===== config.mk =====
export PLATFORM = sky130hd
export DESIGN_NAME = shs_exec
export DESIGN_NICKNAME = d
export VERILOG_FILES = /design/src/hw/shs_pkg.sv /design/src/hw/shs_exec.sv
export VERILOG_INCLUDE_DIRS = /design/src /design/src/hw
export SDC_FILE = /design/constraint.sdc
export NUM_CORES = 1
export LEC_CHECK = 0
export ABC_CLOCK_PERIOD_IN_PS = 2750
export BUFFER_PORTS_ARGS = -buffer_cell sky130_fd_sc_hd__buf_2
export CAP_MARGIN = 20
export CORE_ASPECT_RATIO = 0.6
export CORE_MARGIN = 5
export CORE_UTILIZATION = 30
export DETAILED_ROUTE_END_ITERATION = 12
export PLACE_DENSITY = 0.5
export SLEW_MARGIN = 5
export SYNTH_ARGS = -nofsm -noshare
export SYNTH_HDL_FRONTEND = slang
export SYNTH_SLANG_ARGS = --single-unit

===== constraint.sdc =====
create_clock -name clk_sys -period 2.75 [get_ports clk_sys]
set_input_delay 0.4125 -clock clk_sys [delete_from_list [all_inputs] [get_ports clk_sys]]
set_output_delay 0.4125 -clock clk_sys [all_outputs]
set_load 0.005 [all_outputs]

===== src/hw/shs_params.svh =====
// constants for the store half / single execute unit
`ifndef SHS_PARAMS_SVH
`define SHS_PARAMS_SVH
`define SHS_OP_X        6'h1F
`define SHS_OP_STH      6'h2C
`define SHS_OP_STHU     6'h2D
`define SHS_XO_STFSX    10'h297
`define SHS_XO_STFSUX   10'h2B7
`define SHS_XO_STHBRX   10'h396
`define SHS_XO_STHUX    10'h1B7
`define SHS_EXP_REBIAS  13'h0380
`define SHS_EXP_MAX     13'h00FF
`define SHS_ADDR_RST    32'h0000_0000
`define SHS_DATA_RST    32'h0000_0000
`define SHS_F_OPCD_HI   31
`define SHS_F_OPCD_LO   26
`define SHS_F_XO_HI     10
`define SHS_F_XO_LO     1
`define SHS_F_SRC_HI    25
`define SHS_F_SRC_LO    21
`define SHS_F_BASE_HI   20
`define SHS_F_BASE_LO   16
`define SHS_F_INDEX_HI  15
`define SHS_F_INDEX_LO  11
`define SHS_F_DISP_HI   15
`define SHS_F_DISP_LO   0
`endif


===== src/hw/shs_pkg.sv =====
// types for the store half / single execute unit
package shs_pkg;
    typedef enum logic {
        SHS_IDLE,
        SHS_MEM
    } shs_state_t;

    typedef struct packed {
        shs_state_t  st;
        logic [31:0] addr;
        logic [31:0] data;
        logic        word;
        logic        upd;
        logic [4:0]  base;
        logic        wb_v;
        logic [4:0]  wb_idx;
        logic [31:0] wb_data;
        logic        done;
        logic        fault;
        logic        bad;
    } shs_regs_t;
endpackage : shs_pkg


===== src/hw/shs_exec.sv =====
// decode and execute of float-single and halfword stores
// What this block does
// - opcode 31 xo 695: float store update indexed
// - float stores write single as word, rounded only inside single range
// - indexed address is base plus index, or index
// - float update writes base only if fault-free
// - float stores touch no status or condition
// - opcode 31 xo 663 is float store indexed
// - opcode 44 is halfword store with displacement
// - halfword stores write source bits 16-31
// - displacement address is base plus signed offset, or offset
// - halfword stores touch no status or condition
// - opcode 31 xo 918 is byte-reversed indexed
// - byte-reversed store swaps the two bytes
// - opcode 45 is halfword store with update
// - halfword update writes base only if fault-free
// - opcode 31 xo 439 is halfword update indexed
`timescale 1ns/1ps
`include "shs_params.svh"

module shs_exec (
    input  wire logic        clk_sys,
    input  wire logic        rst,
    // instruction issue
    input  wire logic        instr_valid,
    output logic             instr_ready,
    input  wire logic [31:0] instr,
    // register file read ports
    output logic [4:0]       base_reg,
    output logic [4:0]       index_reg,
    output logic [4:0]       int_source_reg,
    output logic [4:0]       float_source_reg,
    input  wire logic [31:0] base_val,
    input  wire logic [31:0] index_val,
    input  wire logic [31:0] int_source_val,
    input  wire logic [63:0] float_source_val,
    // data memory port
    output logic             mem_valid,
    input  wire logic        mem_ack,
    input  wire logic        mem_fault,
    output logic [31:0]      target_addr,
    output logic [31:0]      mem_wdata,
    output logic             mem_word,
    // base register write back
    output logic             wb_valid,
    output logic [4:0]       wb_idx,
    output logic [31:0]      wb_data,
    // completion
    output logic             done,
    output logic             fault,
    output logic             unsupported
);

    // instruction classes
    typedef enum logic [2:0] {
        SHS_K_NONE,
        SHS_K_STFSX,
        SHS_K_STFSUX,
        SHS_K_STH,
        SHS_K_STHU,
        SHS_K_STHBRX,
        SHS_K_STHUX
    } shs_kind_t;

    // primary opcode, big-endian bits 0-5
    function automatic logic [5:0] shs_opcd_field(input logic [31:0] iw);
        return iw[`SHS_F_OPCD_HI:`SHS_F_OPCD_LO];
    endfunction : shs_opcd_field

    // extended opcode, big-endian bits 21-30
    function automatic logic [9:0] shs_xo_field(input logic [31:0] iw);
        return iw[`SHS_F_XO_HI:`SHS_F_XO_LO];
    endfunction : shs_xo_field

    // data source register number, int or float
    function automatic logic [4:0] shs_src_field(input logic [31:0] iw);
        return iw[`SHS_F_SRC_HI:`SHS_F_SRC_LO];
    endfunction : shs_src_field

    // base register number, also the update target
    function automatic logic [4:0] shs_base_field(input logic [31:0] iw);
        return iw[`SHS_F_BASE_HI:`SHS_F_BASE_LO];
    endfunction : shs_base_field

    // index register number of the indexed forms
    function automatic logic [4:0] shs_index_field(input logic [31:0] iw);
        return iw[`SHS_F_INDEX_HI:`SHS_F_INDEX_LO];
    endfunction : shs_index_field

    // displacement sign-extended to a full address
    function automatic logic [31:0] shs_disp_ext(input logic [31:0] iw);
        return {{16{iw[`SHS_F_DISP_HI]}}, iw[`SHS_F_DISP_HI:`SHS_F_DISP_LO]};
    endfunction : shs_disp_ext

    // classify an instruction word
    function automatic shs_kind_t shs_decode(input logic [31:0] iw);
        shs_kind_t k;
        k = SHS_K_NONE;
        case (shs_opcd_field(iw))
            `SHS_OP_STH:  k = SHS_K_STH;
            `SHS_OP_STHU: k = SHS_K_STHU;
            `SHS_OP_X: begin
                case (shs_xo_field(iw))
                    `SHS_XO_STFSUX: k = SHS_K_STFSUX;
                    `SHS_XO_STFSX:  k = SHS_K_STFSX;
                    `SHS_XO_STHBRX: k = SHS_K_STHBRX;
                    `SHS_XO_STHUX:  k = SHS_K_STHUX;
                    default:        k = SHS_K_NONE;
                endcase
            end
            default: k = SHS_K_NONE;
        endcase
        return k;
    endfunction : shs_decode

    // double to single, round to nearest even
    function automatic logic [31:0] shs_to_single(input logic [63:0] d);
        logic        s;
        logic [10:0] e;
        logic [51:0] m;
        logic [12:0] ex;
        logic        rnd;
        logic [31:0] r;
        s   = d[63];
        e   = d[62:52];
        m   = d[51:0];
        ex  = {2'h0, e} - `SHS_EXP_REBIAS;
        // round up past half, or on a tie with an odd lsb
        rnd = m[28] & ((|m[27:0]) | m[29]);
        r   = {s, 31'h0};
        if (e == 11'h7FF) begin
            // infinity, or nan kept non-zero
            r = {s, 8'hFF, m[51:29] | {22'h0, |m[28:0]}};
        end else if (ex[12] || ex == 13'h0000) begin
            // too small: flush to signed zero
            r = {s, 31'h0};
        end else if (ex >= `SHS_EXP_MAX) begin
            // beyond single range: sign, exponent top bit and low
            // exponent bits pass with the leading mantissa, unrounded,
            // so a huge double is stored bit-selected, not saturated
            r = {d[63:62], d[58:29]};
        end else begin
            // carry out of mantissa bumps exponent
            r = {s, ex[7:0], m[51:29]} + {31'h0, rnd};
        end
        return r;
    endfunction : shs_to_single

    // decoded fields, big-endian bit 0 is msb
    shs_kind_t   kind;            // current instruction class
    logic        base_nz;         // base field non-zero
    logic [31:0] disp_ext;        // sign-extended displacement
    logic [31:0] addr_idx;        // indexed address
    logic [31:0] addr_disp;       // displacement address

    shs_pkg::shs_regs_t r;        // state
    shs_pkg::shs_regs_t next_r;   // next state

    // field extraction for register reads
    // numbers go straight out, so read data returns in the issue cycle
    always_comb begin
        float_source_reg = shs_src_field(instr);
        int_source_reg   = shs_src_field(instr);
        base_reg         = shs_base_field(instr);
        index_reg        = shs_index_field(instr);
    end

    // address formation
    // both sums are formed every cycle and the class picks one;
    // a carry out of the top bit is dropped, so addresses wrap around
    always_comb begin
        kind     = shs_decode(instr);
        base_nz  = (shs_base_field(instr) != 5'h00);
        disp_ext = shs_disp_ext(instr);
        // index alone when base field is zero
        addr_idx = base_nz ? base_val + index_val : index_val;
        // offset alone when base field is zero
        addr_disp = base_nz ? base_val + disp_ext : disp_ext;
    end

    // next state
    // only one store is in flight: a word is taken only in idle, and
    // every value it needs is captured then, so the register file may
    // move on while the memory port waits
    always_comb begin
        next_r       = r;
        // pulses last one cycle
        next_r.wb_v  = 1'b0;
        next_r.done  = 1'b0;
        next_r.fault = 1'b0;
        next_r.bad   = 1'b0;
        case (r.st)
            shs_pkg::SHS_IDLE: begin
                if (instr_valid) begin
                    // base number kept for the later write back
                    next_r.base = shs_base_field(instr);
                    case (kind)
                        SHS_K_STFSX, SHS_K_STFSUX: begin
                            // word of rounded single
                            next_r.st   = shs_pkg::SHS_MEM;
                            next_r.addr = addr_idx;
                            next_r.data = shs_to_single(float_source_val);
                            next_r.word = 1'b1;
                            next_r.upd  = (kind == SHS_K_STFSUX) && base_nz;
                        end
                        SHS_K_STH, SHS_K_STHU: begin
                            // low halfword, displacement form
                            next_r.st   = shs_pkg::SHS_MEM;
                            next_r.addr = addr_disp;
                            next_r.data = {16'h0000, int_source_val[15:0]};
                            next_r.word = 1'b0;
                            next_r.upd  = (kind == SHS_K_STHU) && base_nz;
                        end
                        SHS_K_STHBRX: begin
                            // bytes swapped, indexed form
                            next_r.st   = shs_pkg::SHS_MEM;
                            next_r.addr = addr_idx;
                            next_r.data = {16'h0000, int_source_val[7:0],
                                           int_source_val[15:8]};
                            next_r.word = 1'b0;
                            next_r.upd  = 1'b0;
                        end
                        SHS_K_STHUX: begin
                            // low halfword, indexed with update
                            next_r.st   = shs_pkg::SHS_MEM;
                            next_r.addr = addr_idx;
                            next_r.data = {16'h0000, int_source_val[15:0]};
                            next_r.word = 1'b0;
                            next_r.upd  = base_nz;
                        end
                        default: begin
                            // not one of ours: refuse with a flag
                            next_r.bad = 1'b1;
                        end
                    endcase
                end
            end
            shs_pkg::SHS_MEM: begin
                // a suppressed access still completes, with fault set
                if (mem_ack) begin
                    next_r.st    = shs_pkg::SHS_IDLE;
                    next_r.done  = 1'b1;
                    next_r.fault = mem_fault;
                    // update only a fault-free access, never status
                    if (r.upd && !mem_fault) begin
                        next_r.wb_v    = 1'b1;
                        next_r.wb_idx  = r.base;
                        next_r.wb_data = r.addr;
                    end
                end
            end
            default: begin
                next_r.st = shs_pkg::SHS_IDLE;
            end
        endcase
    end

    // state register
    // sync reset: idle, no pulses, data outputs cleared
    always_ff @(posedge clk_sys) begin
        if (rst) begin
            r.st      <= shs_pkg::SHS_IDLE;
            r.addr    <= `SHS_ADDR_RST;
            r.data    <= `SHS_DATA_RST;
            r.word    <= 1'b0;
            r.upd     <= 1'b0;
            r.base    <= 5'h00;
            r.wb_v    <= 1'b0;
            r.wb_idx  <= 5'h00;
            r.wb_data <= `SHS_DATA_RST;
            r.done    <= 1'b0;
            r.fault   <= 1'b0;
            r.bad     <= 1'b0;
        end else begin
            r <= next_r;
        end
    end

    // memory request: all fields held together
    // r changes only in idle and at the ack edge, so address, data and
    // size stand unchanged for as long as the request is pending
    always_comb begin
        instr_ready = (r.st == shs_pkg::SHS_IDLE);
        mem_valid   = (r.st == shs_pkg::SHS_MEM);
        target_addr = r.addr;
        mem_wdata   = r.data;
        mem_word    = r.word;
    end

    // result outputs
    // done, fault, write back and refusal each last one cycle;
    // the write back number and address stay until the next one
    always_comb begin
        wb_valid    = r.wb_v;
        wb_idx      = r.wb_idx;
        wb_data     = r.wb_data;
        done        = r.done;
        fault       = r.fault;
        unsupported = r.bad;
    end

endmodule : shs_exec


==> qor.csv <==
metric,value,unit
ys async rst share,0,%
Clock Path Buffers,2,
hold crit path type,in -> reg,
worst-skew pair later-pin latency,0.41,ns
Initial Utilization,30.44,%
max_slew headroom,45.93,%
final antenna-violating net count,0,
CP max FO,4,
"setup slack, reg-to-reg",0.67,ns
drt wl/cell,19.18,um
critical path required time,3.05,ns
sequential cell area fraction in the yosys report,22.01,%
I/O Buffers,293,
Tmin final,2.699,ns
Worst setup SP type,input port,
most frequent cells in the layout,"buf_2, buf_4, nand2_1",
Mapped Cells,1390,
DIE AREA,38180,um^2
Worst Tran Pin Value,0.8110,ns
CTS tree,yes,
fin. max-slew vios,0,
Setup CP Type,in -> reg,
# setup viols final,0,
"Net count, final",2037,
"commonest non-fill, non-tap cell in the layout",buf_2,
syn avg cell area,7.394,um^2
PD cells,411.1,nW/um^2
GPL Wtd Cong,0.9638,
I/O pin cnt,325,
drt total wl,43090,um
Worst EP arrival,3.00,ns
Yosys cell types,84,
DIE HEIGHT,153.4,um
hold_buf cts,0,
Seq cells post-synth,113,
Leak,6.312,nW
total CTS buffers,17,
area taken by multi-input logic gates,6848,um^2
pin count of the biggest net entering global routing,82,
initial drt markers,1016,
vias in the first global route,11100,
Max Freq,370.5,MHz
area delta synth->final,36.01,%
Final Hold Fails,0,
dpl ws,-0.6662,ns
"Power, Total",5.746,mW
Worst Skew,0.006157,ns
number of placement rows,52,
htree depth,4,
Ys Warns,0,
drt drc,0,
"Clk pin slew, worst setup/hold paths",0.06,ns
period utilization,98.14,%
Root Buffer,clkbuf_16,
Pre-Repair DR Iteration Count,6,
DPL Wire Length,35610,um
"EDFF count, synth",0,
share of cells above drive strength 1,36.56,%
worst vdd ir,0.0004037,V
ys flop type,dfxtp_1,
CP Capture Type,flop,
initial antenna violation count,1,
Hold Worst Slack,0.2167,ns
Synthesized Nets,1654,
Sink Count,113,
Die W,249.0,um
Total GRT Usage,21.21,%
worst setup margin,0.05109,ns
first-pass GRT wire length,64800,um
Vias,11540,
register area,2262,um^2
Filler Cell Count,3553,
Via-to-Cell Ratio,5.136,
Core ar.,33770,um^2
max-cap viol count,0,
Mapped Area,10280,um^2
status,completed,
total gr overflow,0,
==> layer usage <==
layer | GRT usage (%) | vias up | wire (um)
met3 | 4.501 | 36 | 2761
met4 | 3.807 | 2 | 603
met5 | 0 | - | 12
met1 | 31.52 | 5453 | 21210
li1 | - | 5671 | -
met2 | 31.84 | 373 | 18500
==> critical path: stages <==
cell and delay (ns):
buf_2 0.11, ha_1 0.21, fa_2 0.36, a21oi_2 0.15, o21ai_1 0.15, and3_4 0.23
or2_4 0.27, a31o_2 0.30, a41oi_2 0.22, xor2_1 0.23, a21oi_1 0.10, o31a_1 0.25
==> repair_timing <==
action / 4_1_cts / 5_1_grt
resized for setup: 6 / 40
endpoints found under the setup margin: 8 / 16
setup buffers: 0 / 2
pin swaps: 1 / 13
==> flip-flops by register name, summed over array words and instances (netlist names) <==
signal	cells
done	1
fault	1
wb_valid	1
target_addr	32
r	6
mem_word	1
wb_idx	5
mem_wdata	32
mem_valid	1
wb_data	32
unsupported	1
==> power by group <==
group | internal, mW | switching, mW | total, mW
logic | 0.846 | 0.941 | 1.79
clock network | 1.44 | 0.858 | 2.30
registers | 1.65 | 0.0119 | 1.66
==> cell type report <==
class	count	area share, %
antenna	1	0.01790
clock buffer	18	3.070
clock inverter	14	1.289
inverter	28	0.7519
multi-input combinational	1055	48.99
sequential	113	16.18
tap	459	4.108
timing repair buffer	558	25.59
==> cell families after synthesis <==
logic type,count (synthesis),synth area share [%]
AO/OA/AOI/OAI,400,25.83
AND/OR/NAND/NOR,496,22.51
multiplexers,9,0.9009
flip-flops,113,22.01
XOR/XNOR,83,7.073
buffers and inverters,222,13.37
adder cells (fa/ha/maj),67,8.303
==> per-stage QoR <==
step	util [%]	instances	instance area, um^2	setup TNS, ns
after floorplan	-	1390	10280	0
after global placement	38.95	2211	13150	-8.828
after detailed placement	38.95	2211	13150	-8.954
after CTS	40.78	2243	13770	0
after global routing	41.39	2245	13980	-0.03980
final	41.40	2246	13980	0
==> synthesized netlist by cell type, types with 8 or more instances <==
| master | n | area share, % |
|---|---|---|
| nand3_1 | 40 | 1.9 |
| a222oi_1 | 16 | 1.6 |
| buf_4 | 123 | 9.0 |
| nand4_1 | 19 | 1.2 |
| a22oi_1 | 23 | 1.7 |
| a211oi_1 | 33 | 2.4 |
| nand2_1 | 191 | 7.0 |
| xor2_1 | 33 | 2.8 |
| nor4_1 | 10 | 0.61 |
| o21ai_0 | 64 | 3.1 |
| o211ai_1 | 11 | 0.80 |
| inv_1 | 28 | 1.0 |
| o21a_1 | 9 | 0.66 |
| a21o_1 | 28 | 2.0 |
| and4_1 | 8 | 0.68 |
| nor2_1 | 131 | 4.8 |
| a21oi_1 | 126 | 6.1 |
| xnor2_1 | 50 | 4.3 |
| nor3_1 | 28 | 1.4 |
| ha_1 | 65 | 7.9 |
| dfxtp_1 | 113 | 22 |
| clkbuf_1 | 34 | 1.2 |
| and3_1 | 18 | 1.1 |
| a31oi_1 | 14 | 0.85 |
| and2_1 | 11 | 0.67 |
| buf_2 | 29 | 1.4 |
==> path summary, 6_finish.rpt <==
| kind | depth (start not counted) | to | from |
|---|---|---|---|
| worst max-delay path | 12 | target_addr[20]$_SDFFE_PP0P_ | instr[0] |
| worst min register to register | 2 | wb_data[14]$_SDFFE_PP0P_ | wb_data[14]$_SDFFE_PP0P_ |
| worst max register to register | 7 | target_addr[31]$_SDFFE_PP0P_ | mem_valid$_SDFF_PP0_ |
| worst min-delay path | 2 | fault$_SDFF_PP0_ | mem_fault |
Note: power is estimated with default switching activity, not from simulation.
